<file path="config.mk">
export PLATFORM = sky130hd
export DESIGN_NAME = difl_top
export DESIGN_NICKNAME = d
export VERILOG_FILES = /design/src/rtl/difl_top.v
export VERILOG_INCLUDE_DIRS = /design/src /design/src/rtl
export SDC_FILE = /design/constraint.sdc
export NUM_CORES = 1
export LEC_CHECK = 0
export BUFFER_PORTS_ARGS = -buffer_cell sky130_fd_sc_hd__buf_2
export CORE_AREA = 2 2 172 174
export DETAILED_ROUTE_END_ITERATION = 8
export DIE_AREA = 0 0 174 176
export PLACE_DENSITY = 0.7
export SLEW_MARGIN = 10
export SYNTH_ARGS = -nofsm -noshare
export SYNTH_HDL_FRONTEND = slang
export SYNTH_SLANG_ARGS = --single-unit
</file>
<file path="constraint.sdc">
create_clock -name pclk -period 6.3 [get_ports pclk]
set_input_delay 0.945 -clock pclk [delete_from_list [all_inputs] [get_ports pclk]]
set_output_delay 0.945 -clock pclk [all_outputs]
set_load 0.05 [all_outputs]
</file>
<file path="src/rtl/difl_consts.vh">
// Constants for the drive input function logic
// Function
// - Free-run-stop input cuts motor output at once; motor coasts.
// - On free-run-stop release, mode 00 restarts at 0 Hz, else synchronises.
// - Restart delay accepts 0.3 to 100 s, defaults 1.0 s, times restarts.
// - Function codes 11 free-run stop, 12 external fault, 13 restart inhibit.
// - Input function codes 18 fault acknowledge, 06 inching mode.
// - External fault input raises external fault code and stops the drive.
// - External fault stays latched after input release until acknowledged.
// - Acknowledge comes from fault-acknowledge input or keypad OFF key.
// - After acknowledge the motor restarts at once if run is still present.
// - Inhibit input blocks restart at supply return with run; sets its code.
// - Inhibit fault clears on OFF key, acknowledge input, or run withdrawn; with inhibit input and run held, the first acknowledge only disarms it.
// - Inhibit still enforced after undervoltage acknowledged by the input.
// - Acknowledge input acts on activation followed by deactivation only.
// - Acknowledge input is always active high, never invertible.
// - Acknowledge while motor runs switches output off; motor coasts.
// - Inching plus run applies inching frequency directly, no ramp.
// - Inching frequency 0.5 to 9.99 Hz, default 1.0, changeable in run.
// - Inching stop: 00 coast, 01 deceleration ramp, 02 DC braking.
// - Run source 01 terminals forward/reverse, 02 keypad ON key.
// - Inching refused while inching frequency below minimum start frequency.
`ifndef DIFL_CONSTS_VH
`define DIFL_CONSTS_VH

// Register byte offsets
`define DIFL_OFS_FSEL_LO 8'h00
`define DIFL_OFS_FSEL_HI 8'h04
`define DIFL_OFS_CFG 8'h08
`define DIFL_OFS_DELAY 8'h0C
`define DIFL_OFS_INCH 8'h10
`define DIFL_OFS_MINF 8'h14
`define DIFL_OFS_SETF 8'h18
`define DIFL_OFS_STAT 8'h1C

// Configuration field positions
`define DIFL_CFG_RESUME 1:0
`define DIFL_CFG_SRC 9:8
`define DIFL_CFG_ISTOP 17:16

// Input function codes
`define DIFL_FN_FWD 8'h00
`define DIFL_FN_REV 8'h01
`define DIFL_FN_INCH 8'h06
`define DIFL_FN_FRS 8'h0B
`define DIFL_FN_EXT 8'h0C
`define DIFL_FN_INH 8'h0D
`define DIFL_FN_ACK 8'h12
`define DIFL_FN_NONE 8'hFF

// Fault codes
`define DIFL_FLT_NONE 8'h00
`define DIFL_FLT_UV 8'h09
`define DIFL_FLT_EXT 8'h0C
`define DIFL_FLT_INH 8'h0D

// Mode values
`define DIFL_RESUME_ZERO 2'h0
`define DIFL_SRC_TERM 2'h1
`define DIFL_SRC_KEY 2'h2
`define DIFL_ISTOP_COAST 2'h0
`define DIFL_ISTOP_RAMP 2'h1
`define DIFL_ISTOP_DC 2'h2

// Reset values; delay in 0.1 s, frequencies in 0.01 Hz
`define DIFL_RST_FSEL_LO 32'hFFFF_FFFF
`define DIFL_RST_FSEL_HI 32'h0000_FFFF
`define DIFL_RST_CFG 32'h0000_0100
`define DIFL_RST_DELAY 16'h000A
`define DIFL_MIN_DELAY 16'h0003
`define DIFL_MAX_DELAY 16'h03E8
`define DIFL_RST_INCH 16'h0064
`define DIFL_MIN_INCH 16'h0032
`define DIFL_MAX_INCH 16'h03E7
`define DIFL_RST_MINF 16'h0032
`define DIFL_RST_SETF 16'h0000

// Timing: delay tick of 100 ms at 200 MHz
`define DIFL_CLK_MHZ 200
`define DIFL_TICK_MS 100
`define DIFL_TICK_CYC (`DIFL_TICK_MS * `DIFL_CLK_MHZ * 1000)

`endif

</file>
<file path="src/rtl/difl_top.v">
// Digital input function logic of the drive with its APB register file
`timescale 1ns/1ps
`default_nettype none
`include "difl_consts.vh"

module difl_top #(
    parameter integer TICK_CYC = `DIFL_TICK_CYC
) (
    // Clock and reset
    input wire pclk,
    input wire presetn,
    // APB slave
    input wire psel,
    input wire penable,
    input wire pwrite,
    input wire [7:0] paddr,
    input wire [31:0] pwdata,
    output reg [31:0] prdata,
    output reg pready,
    output reg pslverr,
    // Terminal and keypad pins
    input wire [5:0] digital_input,
    input wire on_key,
    input wire off_key,
    input wire supply_ok,
    // From the output-frequency stage
    input wire motor_standstill,
    // To the output-frequency stage
    output reg output_enable,
    output reg [15:0] frequency_command,
    output reg ramp_bypass,
    output reg decel_ramp_stop,
    output reg dc_brake,
    output reg speed_sync,
    output reg reverse_dir,
    // Fault indication
    output reg [7:0] fault_code,
    output reg fault_relay_contact
);

    localparam [2:0] ST_STOP = 3'h0;
    localparam [2:0] ST_RUN = 3'h1;
    localparam [2:0] ST_INCH = 3'h2;
    localparam [2:0] ST_COAST = 3'h3;
    localparam [2:0] ST_WAIT = 3'h4;
    localparam [2:0] ST_BRAKE = 3'h5;
    localparam [2:0] ST_FAULT = 3'h6;

    // Registers
    reg [31:0] fsel_lo_q;
    reg [31:0] fsel_hi_q;
    reg [31:0] cfg_q;
    reg [15:0] delay_q;
    reg [15:0] inch_q;
    reg [15:0] minf_q;
    reg [15:0] setf_q;

    // Synchronisers: six terminals, ON, OFF, supply
    reg [8:0] s1_q;
    reg [8:0] s2_q;
    reg [8:0] s3_q;
    reg [8:0] filt_q;
    wire [8:0] filt_d = (s2_q & s3_q) | (filt_q & (s2_q | s3_q));

    reg [2:0] state_q;
    reg [2:0] state_d;
    reg ack_prev_q;
    reg off_prev_q;
    reg sup_prev_q;
    reg key_run_q;
    reg pwr_ret_q;
    reg hold_q;
    reg [31:0] tick_q;
    reg [15:0] dcnt_q;

    // Selections and levels go in as arguments so every caller follows them
    wire [47:0] fsel_all = {fsel_hi_q[15:0], fsel_lo_q};
    wire [5:0] term_lvl = filt_q[5:0];

    // Any terminal programmed with this function and active
    function fn_active;
        input [7:0] code;
        input [47:0] sel;
        input [5:0] act;
        integer i;
        begin
            fn_active = 1'b0;
            for (i = 0; i < 6; i = i + 1) begin
                if (sel[i*8 +: 8] == code && act[i])
                    fn_active = 1'b1;
            end
        end
    endfunction

    // Out-of-range settings are pulled to the nearest limit
    function [15:0] clamp;
        input [15:0] v;
        input [15:0] lo;
        input [15:0] hi;
        begin
            if (v < lo)
                clamp = lo;
            else if (v > hi)
                clamp = hi;
            else
                clamp = v;
        end
    endfunction

    wire frs_in = fn_active(`DIFL_FN_FRS, fsel_all, term_lvl);
    wire ext_in = fn_active(`DIFL_FN_EXT, fsel_all, term_lvl);
    wire inh_in = fn_active(`DIFL_FN_INH, fsel_all, term_lvl);
    wire ack_in = fn_active(`DIFL_FN_ACK, fsel_all, term_lvl);
    wire inch_in = fn_active(`DIFL_FN_INCH, fsel_all, term_lvl);
    wire fwd_in = fn_active(`DIFL_FN_FWD, fsel_all, term_lvl);
    wire rev_in = fn_active(`DIFL_FN_REV, fsel_all, term_lvl);
    wire on_k = filt_q[6];
    wire off_k = filt_q[7];
    wire sup = filt_q[8];

    // Acknowledge on release of the input, not its level
    wire ack_in_evt = ack_prev_q & ~ack_in;
    wire off_evt = off_k & ~off_prev_q;
    wire ack_evt = ack_in_evt | off_evt;

    wire [1:0] src = cfg_q[`DIFL_CFG_SRC];
    wire term_run = fwd_in ^ rev_in;
    wire run_cmd = (src == `DIFL_SRC_KEY) ? key_run_q : term_run;
    wire inch_ok = inch_in & (inch_q >= minf_q);
    wire [1:0] istop = cfg_q[`DIFL_CFG_ISTOP];
    wire motor_on = (state_q == ST_RUN) | (state_q == ST_INCH);
    wire delay_done = (dcnt_q == 16'h0000);

    // Fault latch; a new event wins over a simultaneous acknowledge
    reg [7:0] flt_d;
    always @* begin
        flt_d = fault_code;
        if (ack_evt)
            flt_d = `DIFL_FLT_NONE;
        if (fault_code == `DIFL_FLT_INH && !run_cmd)
            flt_d = `DIFL_FLT_NONE;
        if (!sup && motor_on)
            flt_d = `DIFL_FLT_UV;
        if (sup && pwr_ret_q && inh_in && run_cmd && !motor_on)
            flt_d = `DIFL_FLT_INH;
        if (ext_in)
            flt_d = `DIFL_FLT_EXT;
    end

    wire flt_any = (flt_d != `DIFL_FLT_NONE);

    always @* begin
        state_d = state_q;
        case (state_q)
            ST_STOP: begin
                if (run_cmd && sup && !hold_q && !frs_in) begin
                    if (inch_in) begin
                        if (inch_ok)
                            state_d = ST_INCH;
                    end else begin
                        state_d = ST_RUN;
                    end
                end
            end
            ST_RUN: begin
                if (!run_cmd)
                    state_d = ST_STOP;
            end
            ST_INCH: begin
                if (!run_cmd || !inch_ok) begin
                    if (istop == `DIFL_ISTOP_COAST)
                        state_d = ST_STOP;
                    else
                        state_d = ST_BRAKE;
                end
            end
            ST_BRAKE: begin
                if (motor_standstill)
                    state_d = ST_STOP;
            end
            ST_COAST: begin
                if (!frs_in) begin
                    if (cfg_q[`DIFL_CFG_RESUME] == `DIFL_RESUME_ZERO)
                        state_d = ST_STOP;
                    else
                        state_d = ST_WAIT;
                end
            end
            ST_WAIT: begin
                if (!run_cmd)
                    state_d = ST_STOP;
                else if (delay_done)
                    state_d = ST_RUN;
            end
            ST_FAULT: begin
                if (!flt_any)
                    state_d = ST_STOP;
            end
            default: begin
                state_d = ST_STOP;
            end
        endcase
        // Highest priority: faults, then acknowledge in motion, then free-run stop
        if (frs_in && state_d != ST_FAULT)
            state_d = ST_COAST;
        if (ack_evt && motor_on)
            state_d = ST_STOP;
        if (flt_any)
            state_d = ST_FAULT;
    end

    always @(posedge pclk or negedge presetn) begin
        if (!presetn) begin
            s1_q <= 9'h000;
            s2_q <= 9'h000;
            s3_q <= 9'h000;
            filt_q <= 9'h000;
            ack_prev_q <= 1'b0;
            off_prev_q <= 1'b0;
            sup_prev_q <= 1'b0;
            key_run_q <= 1'b0;
            pwr_ret_q <= 1'b1;
            hold_q <= 1'b0;
            state_q <= ST_STOP;
            fault_code <= `DIFL_FLT_NONE;
            tick_q <= 32'h0000_0000;
            dcnt_q <= 16'h0000;
        end else begin
            s1_q <= {supply_ok, off_key, on_key, digital_input};
            s2_q <= s1_q;
            s3_q <= s2_q;
            filt_q <= filt_d;
            ack_prev_q <= ack_in;
            off_prev_q <= off_k;
            sup_prev_q <= sup;
            state_q <= state_d;
            fault_code <= flt_d;
            if (off_k)
                key_run_q <= 1'b0;
            else if (on_k)
                key_run_q <= 1'b1;
            // Supply return arms the inhibit; motor start, run withdrawal or an acknowledge of the inhibit fault disarms it
            if (sup && !sup_prev_q)
                pwr_ret_q <= 1'b1;
            else if (motor_on || !run_cmd)
                pwr_ret_q <= 1'b0;
            else if (ack_evt && fault_code == `DIFL_FLT_INH)
                pwr_ret_q <= 1'b0;
            // Acknowledge in motion coasts; restart waits for run release
            if (ack_evt && motor_on)
                hold_q <= 1'b1;
            else if (!run_cmd)
                hold_q <= 1'b0;
            // Delay counter in 0.1 s ticks, loaded on entering the wait
            if (state_q != ST_WAIT) begin
                tick_q <= 32'h0000_0000;
                dcnt_q <= delay_q;
            end else if (tick_q == TICK_CYC - 1) begin
                tick_q <= 32'h0000_0000;
                if (!delay_done)
                    dcnt_q <= dcnt_q - 16'h0001;
            end else begin
                tick_q <= tick_q + 32'h0000_0001;
            end
        end
    end

    // Motor-side outputs, registered from the next state
    always @(posedge pclk or negedge presetn) begin
        if (!presetn) begin
            output_enable <= 1'b0;
            frequency_command <= 16'h0000;
            ramp_bypass <= 1'b0;
            decel_ramp_stop <= 1'b0;
            dc_brake <= 1'b0;
            speed_sync <= 1'b0;
            reverse_dir <= 1'b0;
            fault_relay_contact <= 1'b0;
        end else begin
            output_enable <= (state_d == ST_RUN) | (state_d == ST_INCH) |
                (state_d == ST_BRAKE);
            ramp_bypass <= (state_d == ST_INCH);
            decel_ramp_stop <= (state_d == ST_BRAKE) &
                (istop == `DIFL_ISTOP_RAMP);
            dc_brake <= (state_d == ST_BRAKE) &
                (istop == `DIFL_ISTOP_DC);
            if (state_q == ST_WAIT && state_d == ST_RUN)
                speed_sync <= 1'b1;
            else if (state_d != ST_RUN)
                speed_sync <= 1'b0;
            if (state_d == ST_INCH)
                frequency_command <= inch_q;
            else if (state_d == ST_RUN)
                frequency_command <= setf_q;
            else
                frequency_command <= 16'h0000;
            if (state_d == ST_STOP && src == `DIFL_SRC_TERM)
                reverse_dir <= rev_in;
            fault_relay_contact <= flt_any;
        end
    end

    // APB: one wait state, so every access takes setup plus two cycles
    wire acc = psel & penable & pready;
    wire mapped = (paddr[1:0] == 2'h0) && (paddr <= `DIFL_OFS_STAT);

    always @(posedge pclk or negedge presetn) begin
        if (!presetn) begin
            pready <= 1'b0;
            pslverr <= 1'b0;
            prdata <= 32'h0000_0000;
            fsel_lo_q <= `DIFL_RST_FSEL_LO;
            fsel_hi_q <= `DIFL_RST_FSEL_HI;
            cfg_q <= `DIFL_RST_CFG;
            delay_q <= `DIFL_RST_DELAY;
            inch_q <= `DIFL_RST_INCH;
            minf_q <= `DIFL_RST_MINF;
            setf_q <= `DIFL_RST_SETF;
        end else begin
            pready <= psel & penable & ~pready;
            pslverr <= psel & penable & ~pready & ~mapped;
            if (psel && !penable) begin
                case (paddr)
                    `DIFL_OFS_FSEL_LO: prdata <= fsel_lo_q;
                    `DIFL_OFS_FSEL_HI: prdata <= {16'h0000, fsel_hi_q[15:0]};
                    `DIFL_OFS_CFG: prdata <= cfg_q;
                    `DIFL_OFS_DELAY: prdata <= {16'h0000, delay_q};
                    `DIFL_OFS_INCH: prdata <= {16'h0000, inch_q};
                    `DIFL_OFS_MINF: prdata <= {16'h0000, minf_q};
                    `DIFL_OFS_SETF: prdata <= {16'h0000, setf_q};
                    `DIFL_OFS_STAT: prdata <= {filt_q[5:0], hold_q,
                        pwr_ret_q, 5'h00, state_q, output_enable,
                        fault_relay_contact, 6'h00, fault_code};
                    default: prdata <= 32'h0000_0000;
                endcase
            end
            if (acc && pwrite) begin
                case (paddr)
                    `DIFL_OFS_FSEL_LO: fsel_lo_q <= pwdata;
                    `DIFL_OFS_FSEL_HI: fsel_hi_q <= {16'h0000, pwdata[15:0]};
                    `DIFL_OFS_CFG: cfg_q <= pwdata & 32'h0003_0303;
                    `DIFL_OFS_DELAY: delay_q <= clamp(pwdata[15:0],
                        `DIFL_MIN_DELAY, `DIFL_MAX_DELAY);
                    `DIFL_OFS_INCH: inch_q <= clamp(pwdata[15:0],
                        `DIFL_MIN_INCH, `DIFL_MAX_INCH);
                    `DIFL_OFS_MINF: minf_q <= pwdata[15:0];
                    `DIFL_OFS_SETF: setf_q <= pwdata[15:0];
                    default: begin
                    end
                endcase
            end
        end
    end

endmodule // difl_top
`default_nettype wire

</file>
**Word level (Yosys, flattened, before mapping)**

Cells that the tools add are included.

- $add $sub $neg: 2
- Multipliers: 0
- Divide/modulo/power cells: 0
- Magnitude comparators: 6
- Eq/ne operators: 63
- Shift operators: 0
- Mux-type cells: 85
- Bitwise operators: 22
- Reduce and logical (&&, ||, !) cells: 96

Operator list:

| cell | number |
|---|---|
| $pmux W32 S8 | 1 |
| $eq A8 B4 Y1 const B | 21 |
| $mux W16 | 9 |
| $eq A8 B5 Y1 const B | 10 |
| $mux W32 | 2 |
| $logic_and A1 B1 Y1 | 60 |
| $eq A8 B3 Y1 const B | 7 |
| $logic_not A8 Y1 | 7 |
| $mux W1 | 52 |
| $eq A8 B1 Y1 const B | 6 |
| $mux W3 | 15 |
| $mux W8 | 5 |
| $add A32 B1 Y32 const B | 1 |
| $eq A32 B25 Y1 const B | 1 |
| $gt A16 B10 Y1 const B | 2 |
| $pmux W3 S7 | 1 |
| $and A9 B9 Y9 | 2 |
| $or A9 B9 Y9 | 2 |
| $ge A16 B16 Y1 | 1 |
| $logic_not A16 Y1 | 1 |
| $lt A16 B2 Y1 const B | 1 |
| $lt A16 B6 Y1 const B | 1 |
| $reduce_and A2 Y1 | 8 |
| $sub A16 B1 Y16 const B | 1 |
| other kinds (20) | 57 |

- Flip-flop bits (word level): 276
- Bits in latches: 0
- Memory bits (writable): 0
- ROM bits: 0
- Bits of input ports: 55
- Logic and storage cells: 306
- Memories: 0

**Longest topological paths before layout**

Gate-level depths: netlist (run 1).

- Word-level depth: 27
- Gate-level depth with buffers: 14

**Least setup slack after synthesis (run 1)**

Ideal clock, no wire load.

- Path kind: in2reg
- Start: input port paddr[1]
- End: register fsel_lo_q[10]
- Library setup time: 0.082 ns
- Arrival time: 3.355 ns
- Data required time: 6.218 ns
- Setup slack: 2.863 ns
- Stages: 8
- Path buffers: 3
- Path through: or4_1 > clkbuf_1 > nor2_1 > nor4b_1 > and2_1 > clkbuf_1 > clkbuf_1 > mux2_2

- Word-level cells in the longest chain between the ends: 2

Ends and longest elaborated chain:

| element | line | RTL |
|---|---|---|
| start: declaration | difl_top.v:16 | `input wire [7:0] paddr,` |
| $logic_not A8 Y1 | difl_top.v:338 | `case (paddr)` |
| $reduce_and A2 Y1 (no source line) | - |  |
| end signal: assignment | difl_top.v:312 | `` fsel_lo_q <= `DIFL_RST_FSEL_LO; `` |
| end signal: assignment | difl_top.v:339 | `` `DIFL_OFS_FSEL_LO: fsel_lo_q <= pwdata; `` |
| end: declaration | difl_top.v:50 | `reg [31:0] fsel_lo_q;` |

Every way passes these cells.
A chain may end at the register's enable or synchronous reset.

**Worst setup path after layout (run 1)**

- Start: register dcnt_q[0]
- End: register frequency_command[12]

- Word-level cells in the longest chain between the ends: 12

Ends and longest elaborated chain:

| element | line | RTL |
|---|---|---|
| start: declaration | difl_top.v:74 | `reg [15:0] dcnt_q;` |
| start signal: assignment | difl_top.v:257 | `dcnt_q <= delay_q;` |
| start signal: assignment | difl_top.v:261 | `dcnt_q <= dcnt_q - 16'h0001;` |
| $logic_not A16 Y1 (*) | difl_top.v:132 | `wire delay_done = (dcnt_q == 16'h0000);` |
| $mux W3 (*) | difl_top.v:192 | `else if (delay_done)` |
| $mux W3 (*) | difl_top.v:190 | `if (!run_cmd)` |
| $pmux W3 S7 (*) | difl_top.v:154 | `case (state_q)` |
| $ne A3 B3 Y1 | difl_top.v:204 | `if (frs_in && state_d != ST_FAULT)` |
| $logic_and A1 B1 Y1 | difl_top.v:204 |  |
| $mux W3 (*) | difl_top.v:204 |  |
| $mux W3 (*) | difl_top.v:206 | `if (ack_evt && motor_on)` |
| $mux W3 (*) | difl_top.v:208 | `if (flt_any)` |
| $eq A3 B1 Y1 | difl_top.v:293 | `else if (state_d == ST_RUN)` |
| $mux W16 | difl_top.v:293 |  |
| $mux W16 (*) | difl_top.v:291 | `if (state_d == ST_INCH)` |
| end signal: assignment | difl_top.v:292 | `frequency_command <= inch_q;` |
| end signal: assignment | difl_top.v:294 | `frequency_command <= setf_q;` |
| end: declaration | difl_top.v:30 | `output reg [15:0] frequency_command,` |

Every way passes the cells marked *; elsewhere a longest branch is shown, timed or not.

==> out/results.ini, run 1 <==
[floorplan]
rows=62
ios=120
core_mm2=0.0285
die_h_um=176
die_x_um=174
start_util=0.446
dieArea_mm2=0.0306

[timing]
fin_crit_sh=0.630
hold_viol=0
rsz0062_at_grt=no
fin_tns_setup_ps=0
report.final.slew_viol_count=0
min_period_ps=3970
maxSlewHeadroom=0.150
hold_slack_ps=348
clock_skew_ps=15.6
fmax_mhz=252
worst_pin_slew_ps=1270
setup_viol=0

[yosys]
yosys.area_share.adder=0.0248
async_reset_ff_frac=1.00
syn_area_mm2=0.0127
synth-xor-area-share=0.0200
synth.area.top_cells=dfrtp_1, dfstp_2, mux2_2
yosysUniqueCellTypes=84
netlist_instances=1168
ys_seq_elements=276
synthFlopType=dfrtp_1
synth_edf_count=0
synthSimpleGateAreaFrac=0.166
synth_compound_area_frac=0.147
synth_top_area_cell=dfrtp_1
synth_top_family_by_area=simple AND/OR/NAND/NOR gates
synth_top_area_share=0.429
yosysWarnings=0
yosysSeqAreaShare=0.549
syn_avg_cell_area_um2=10.9
synthMuxAreaShare=0.0628
synth_nets=1241

[detailed_routing]
wl_per_cell_um=20.8
vias=9939
antenna_left=0
avgViaCountPerCell=5.89
drt_iter0_drc=1089
drc=0
finalWirelength_um=35100
dr.pass1.iters=7

[clocking]
ctsLongestPathBuffers=3
path_clk_slew_ps=60
cts_tree=yes
cts.repair.resized=0
htreeDepth=1
postCtsSetupBuffers=0
cts.sinks=276
cts_buffers=29
insertion_delay_ps=550
ctsHoldBuffers=0
root_buffer=clkbuf_16

[global_route]
grt_pass1_vias=9719
grt_max_degree=140
antenna_found_initial=0
grt_pass1_wl_um=55900
gr-total-overflow=0
grt_usage=0.231

[placed_design]
place.gp.congestion=0.974
portBuffers=119
hpwl_um=24600

[final_layout]
nFillCells=2552
drive_gt1_frac=0.260
final_common_cell=dfrtp_1
syn_to_final_growth_pct=15.7
post-route-util=0.516
multi_input_comb_area_mm2=0.00543
seqCellArea_mm2=0.00698
final_cell_mix=dfrtp_1, buf_2, nor2_1
nNetsFinal=1354
antenna_cells=0

[outcome]
outcome=finished, final reports clean

[worst_setup_path]
critPathLaunch=dcnt_q[0]$_DFFE_PN0P_
criticalPathCategory=register to register
r2r_slack_ps=2330
crit_arrival_ps=4440
end_kind=register
cp_max_fo=11
endpoint=frequency_command[12]$_DFF_PN0_
reg2reg_to=frequency_command[12]$_DFF_PN0_
ff2ff_path_depth=13
cp_data_required_time_ps=6770
startpoint_type=register
rr_startpoint=dcnt_q[0]$_DFFE_PN0P_

[worst_hold_path]
hp-class=register to register

[power]
p_total_mw=4.39
cellPowerDensity_mw_per_mm2=298
ir_drop_v=0.000189
p_leak_nw=6.66

[job]
cap_violations=0

-- cells by family after synthesis --
logic type | after synthesis
flops | 276
fa+ha+maj | 27
buf+inv | 94
compound gates | 266
mux | 71
simple gates | 405
xor+xnor | 29
-- power by group --
group          internal (mW)  switching (mW)  total, mW
Sequential              1.86          0.0963       1.96
Clock                  0.961           0.709       1.67
Combinational          0.244           0.519      0.763
Total                   3.07            1.32       4.39
-- worst max-delay path, cell delays in order, from the launching register on --
cell and delay, ps:
dfrtp_1 410, inv_1 70, ha_1 170, nor3b_2 400, nand4_1 240, or4_1 630
o21ai_0 230, a31oi_1 50, or2_0 230, o221ai_2 230, nor4bb_2 320, buf_4 240
and2_1 450, a22o_1 220
-- cells in the mapped netlist (8+ instances only) --
cell	number
dfrtp_1	218
nor2_1	97
nand2_1	93
mux2_2	70
o21ai_0	65
dfstp_2	58
clkbuf_1	50
a22oi_1	45
a21oi_1	44
nand3_1	40
inv_1	36
nor3_1	25
a22o_1	24
xor2_1	22
nor2b_1	19
ha_1	18
nand4_1	16
nor4_1	16
and2_1	14
a222oi_1	11
and3_1	11
nor3b_1	11
or3_1	11
nor4b_1	10
a32o_1	9
maj3_1	9
nand4b_1	9
o22ai_1	8
-- per-stage QoR --
step / cell area (um^2) / setup WS [ps] / instances
5_1_grt: 14700 / 2010 / 1687
4_1_cts: 14700 / 2380 / 1687
3_3_place_gp: 13800 / 2530 / 1634
6_report: 14700 / 2330 / 1687
3_5_place_dp: 13800 / 2430 / 1634
2_1_floorplan: 12700 / 2860 / 1168
-- cell type report --
type / count / share of cell area
timing repair buffer: 139 / 0.0522
multi-input combinational: 798 / 0.369
inverter: 37 / 0.00943
clock inverter: 10 / 0.00603
sequential: 276 / 0.474
tap: 384 / 0.0326
clock buffer: 43 / 0.0569
-- layer usage --
layer / up-vias / track usage / wire length, um
met5: - / 0 / 0
met4: 0 / 0.0770 / 1160
met3: 78 / 0.0392 / 2570
met2: 402 / 0.360 / 16000
met1: 4961 / 0.329 / 15300
li1: 4498 / - / -
-- state kept, by name, indices dropped and copies added (netlist names), 3 cells and up --
| name | cells |
|---|---|
| dcnt_q | 16 |
| frequency_command | 16 |
| setf_q | 16 |
| prdata | 32 |
| s1_q | 9 |
| state_q | 3 |
| tick_q | 32 |
| minf_q | 16 |
| fault_code | 8 |
| inch_q | 16 |
| fsel_lo_q | 32 |
| s3_q | 9 |
| s2_q | 9 |
| fsel_hi_q | 16 |
| delay_q | 16 |
| filt_q | 9 |
| cfg_q | 6 |
-- worst min path at each step --
stage	cells past startpoint	slack [ps]	to	start
after floorplan	0	330	s2_q[0]$_DFF_PN0_	s1_q[0]$_DFF_PN0_
after global placement	0	330	s2_q[4]$_DFF_PN0_	s1_q[4]$_DFF_PN0_
after detailed placement	0	340	s2_q[1]$_DFF_PN0_	s1_q[1]$_DFF_PN0_
after CTS	0	350	s2_q[1]$_DFF_PN0_	s1_q[1]$_DFF_PN0_
after global routing	0	360	s2_q[3]$_DFF_PN0_	s1_q[3]$_DFF_PN0_
final	0	350	s2_q[1]$_DFF_PN0_	s1_q[1]$_DFF_PN0_
Note: power is estimated with default switching activity, not from simulation.
==> inputs of run 2 (changes only) <==
clock period = 3.9 ns   (was 6.3 ns; I/O delays follow)
==> run 2 against run 1 <==
  * Non-clock buffer count rose by 13
  * Via count up 0.59%
  * Critical path depth unchanged
  * Critical path type unchanged
  * Critical endpoint is now frequency_command[14]$_DFF_PN0_
==> out/results.ini, run 2 (synthesis results as in run 1) <==
[worst_setup_path]
critPathTopFamily=simple AND/OR/NAND/NOR gates
ff2ff_path_depth=13
crit_chain=inv_1 -> ha_1 -> nor3b_2 -> nand4_1 -> or4_1 -> o21ai_0 -> a31oi_1 -> or2_0 -> o221ai_2 -> nor4bb_2 -> buf_4 -> and2_4 -> a22o_1
r2r_slack_ps=360
critPathBufInv=2
reg2reg_to=frequency_command[14]$_DFF_PN0_
end_kind=register
criticalPathCategory=register to register
path_depth=13
rr_startpoint=dcnt_q[0]$_DFFE_PN0P_
cp_data_required_time_ps=4380
cp_slowest_cell=or4_1
crit_arrival_ps=4020
cp_max_fo=11
critPathLaunch=dcnt_q[0]$_DFFE_PN0P_
cpPeakStageDelay_ps=600
endpoint=frequency_command[14]$_DFF_PN0_
startpoint_type=register

[timing]
hold_viol=0
hold_slack_ps=86.4
setup_viol=0
fmax_mhz=283
clock_skew_ps=24.1
report.final.slew_viol_count=0
maxSlewHeadroom=0.217
fin_crit_sh=0.907
min_period_ps=3540
worst_pin_slew_ps=1170

[detailed_routing]
drc=0
avgViaCountPerCell=5.88
wl_per_cell_um=21.0
finalWirelength_um=35700
dr.pass1.iters=5
antenna_left=0
vias=9998
drt_iter0_drc=841

[clocking]
path_clk_slew_ps=60
insertion_delay_ps=560
ctsHoldBuffers=0
ctsLongestPathBuffers=3
cts_buffers=29
cts.sinks=276
root_buffer=clkbuf_16
cts_tree=yes
htreeDepth=1

[final_layout]
drive_gt1_frac=0.273
reg.largest.list=fsel_lo_q (32), prdata (32), tick_q (32)
final_cell_mix=dfrtp_1, buf_2, nor2_1
antenna_cells=0
fin_area_mm2=0.0150
post-route-util=0.525
fin_cells=1701
nNetsFinal=1367
syn_to_final_growth_pct=17.7
final_common_cell=dfrtp_1

[floorplan]
core_mm2=0.0285
die_x_um=174
dieArea_mm2=0.0306
die_h_um=176
start_util=0.446
rows=62
ios=120

[job]
cap_violations=0

[global_route]
gr-total-overflow=0
grt_pass1_wl_um=56800
antenna_found_initial=0
grt_pass1_vias=9933
grt_max_degree=96
grt_usage=0.234

[placed_design]
portBuffers=119
place_inst=1647
place.gp.congestion=0.965
hpwl_um=25700
placed_cell_area_mm2=0.0139

[power]
ir_drop_v=0.000329
cellPowerDensity_mw_per_mm2=502
p_total_mw=7.51
p_leak_nw=6.81

[worst_hold_path]
hp-class=primary input to asynchronous set/reset pin

[outcome]
outcome=finished, final reports clean

-- run 2: cell types whose count changed in the layout (fill, tap and decap cells not counted) --
cell	before	now
buf_4	19	32
nor3b_1	11	10
and2_1	14	13
nor3b_2	1	2
clkbuf_1	8	3
and2_4	0	1
bufinv_16	1	6
clkinv_4	0	1
clkbuf_8	6	7
clkinvlp_4	4	3
-- run 2: worst min-delay path by stage --
stage                            from                             end  slack (ps)
floorplan                     presetn            ack_prev_q$_DFF_PN0_         290
global placement    s1_q[6]$_DFF_PN0_               s2_q[6]$_DFF_PN0_         330
detailed placement  s1_q[1]$_DFF_PN0_               s2_q[1]$_DFF_PN0_         340
CTS                           presetn  frequency_command[5]$_DFF_PN0_         100
global route                   on_key               s1_q[6]$_DFF_PN0_         110
finish                        presetn           prdata[8]$_DFFE_PN0P_          90
-- run 2: stage by stage --
stage / setup slack, ps / setup TNS (ps)
3_5_place_dp: 196 / 0
5_1_grt: -25.4 / -25.4
4_1_cts: 145 / 0
3_3_place_gp: 243 / 0
6_report: 362 / 0
2_1_floorplan: 804 / 0
-- run 2: timing repair --
| item | CTS | global route |
|---|---|---|
| gates resized for setup | 0 | 3 |
| buffers inserted | 0 | 0 |
| setup endpoints to repair | 0 | 9 |
-- run 2: layout make-up --
| cell class | count | area [um^2] |
|---|---|---|
| fill | 2551 | 13600 |
| tap | 384 | 480 |
| timing repair buffer | 152 | 866 |
| multi-input combinational | 798 | 5440 |
| clock inverter | 15 | 240 |
| sequential | 276 | 6980 |
| inverter | 37 | 139 |
| clock buffer | 39 | 833 |
-- run 2: power by group --
part | internal, mW | total [mW] | switching (mW)
sequential | 3.01 | 3.18 | 0.168
combinational | 0.431 | 1.27 | 0.840
clock | 1.90 | 3.07 | 1.17
-- run 2: worst reg2reg max path, stage by stage (launching register included) --
cell and delay, ps:
dfrtp_1 400, inv_1 70, ha_1 170, nor3b_2 250
nand4_1 210, or4_1 600, o21ai_0 290, a31oi_1 70
or2_0 220, o221ai_2 220, nor4bb_2 320, buf_4 230
and2_4 250, a22o_1 160
-- run 2: layer usage --
metal / global-route usage / wire length [um] / up-vias
met1: 0.328 / 15900 / 5055
met3: 0.0411 / 2380 / 52
li1: - / - / 4544
met4: 0.0770 / 924 / 0
met5: 0 / 0 / -
met2: 0.372 / 16500 / 347
==> inputs of run 3 (changes only) <==
PLACE_DENSITY = default   (was 0.7)
==> run 3 against run 2 <==
  * Non-clock buffer count decreased by 2
  * Worst setup slack got worse by 73 ps
  * Power decreased by 2.8%
  * Sequential share of layout area increased by 0.24 points
  * Wire length increased by 0.64%
  * Critical endpoint is now frequency_command[0]$_DFF_PN0_
  * Largest cell class unchanged
==> out/results.ini, run 3 (synthesis results as in run 1) <==
[clocking]
cts_tree=yes
root_buffer=clkbuf_16
ctsLongestPathBuffers=3
path_clk_slew_ps=60
ctsHoldBuffers=0
htreeDepth=1
cts.sinks=276
insertion_delay_ps=550
cts_buffers=31

[floorplan]
ios=120
rows=62
die_h_um=176
start_util=0.446
die_x_um=174
core_mm2=0.0285
dieArea_mm2=0.0306

[global_route]
gr-usage-met3=0.0370
grt_usage=0.234
globalRouteMet2Util=0.376
grt.busiest_layer=met2
antenna_found_initial=0
gr-total-overflow=0
grt_max_degree=110
grt_pass1_wl_um=56000
use_met1=0.328
grt_pass1_vias=9669

[final_layout]
nNetsFinal=1367
reg.largest.list=fsel_lo_q (32), prdata (32), tick_q (32)
post-route-util=0.522
syn_to_final_growth_pct=17.1
drive_gt1_frac=0.271
antenna_cells=0
final_cell_mix=dfrtp_1, buf_2, nor2_1
final_common_cell=dfrtp_1

[timing]
fin_tns_setup_ps=0
worst_pin_slew_ps=867
min_period_ps=3610
setup_slack_ps=289
fmax_mhz=277
setup_viol=0
report.final.slew_viol_count=0
rsz0062_at_grt=no
fin_crit_sh=0.926
maxSlewHeadroom=0.422
hold_viol=0
clock_skew_ps=9.60

[power]
ir_drop_v=0.000328
cellPowerDensity_mw_per_mm2=490
p_leak_nw=6.77

[detailed_routing]
antenna_left=0
vias=9922
drc=0
finalWirelength_um=35900
wl_per_cell_um=21.1
dr.pass1.iters=7
drt_iter0_drc=754
avgViaCountPerCell=5.83

[worst_hold_path]
hp-class=primary input to asynchronous set/reset pin

[job]
cap_violations=0

[worst_setup_path]
criticalPathCategory=register to register
rr_startpoint=fsel_lo_q[5]$_DFFE_PN1P_
crit_arrival_ps=4040
cp_data_required_time_ps=4330
startpoint_type=register
end_kind=register
critPathLaunch=fsel_lo_q[5]$_DFFE_PN1P_
ff2ff_path_depth=10
cp_max_fo=9

[placed_design]
place.gp.congestion=0.925
preCtsSetupSlack_ps=270
hpwl_um=25800
portBuffers=119

[outcome]
outcome=finished, final reports clean

[run 3: per-layer routing]
metal  vias up  part of all wire
met5         -                 0
met4         0             0.026
met3        59             0.058
met2       304              0.46
met1      5025              0.45
li1       4534                 -
[run 3: worst paths after layout]
| check | to | slack (ps) |
|---|---|---|
| max in group asynchronous | minf_q[4]$_DFFE_PN1P_ | 2840 |
| min | delay_q[12]$_DFFE_PN0P_ | 80 |
| min in group pclk | s1_q[2]$_DFF_PN0_ | 140 |
| max | frequency_command[0]$_DFF_PN0_ | 290 |
| max reg2reg | frequency_command[0]$_DFF_PN0_ | 290 |
| min reg2reg | s2_q[7]$_DFF_PN0_ | 350 |
[run 3: worst max-delay path: stages (launching register included)]
cell	delay [ps]
dfstp_2	380
nor4b_2	390
nor3b_1	530
a31o_1	240
nor3_2	70
o41a_1	500
a2111oi_4	430
o221ai_2	170
nor4bb_2	240
and2_2	320
a22o_1	210
[run 3: area by class of cell]
class	count	area, um^2
Sequential cell	276	6980
Fill cell	2595	13700
Timing Repair Buffer	150	863
Tap cell	384	480
Clock inverter	17	160
Clock buffer	40	850
Multi-Input combinational cell	798	5420
Inverter	37	139
[run 3: what timing repair did]
action / in CTS / in global routing
buffers inserted: 0 / 0
resized for setup: 0 / 1
endpoints found under the setup margin: 0 / 9
[run 3: power by group]
group	switching [mW]	leakage (nW)	internal (mW)
Combinational	0.844	2.82	0.424
Clock	1.19	0.490	1.67
Sequential	0.163	3.46	3.01
[run 3: through the flow]
step	hold WS [ps]	instance area [um^2]	instances	power (mW)
floorplan	289	12700	1168	4.00
global placement	332	13900	1645	4.47
detailed placement	335	13900	1645	4.48
CTS	121	14900	1702	7.36
global route	117	14900	1702	7.64
finish	79.4	14900	1702	7.31
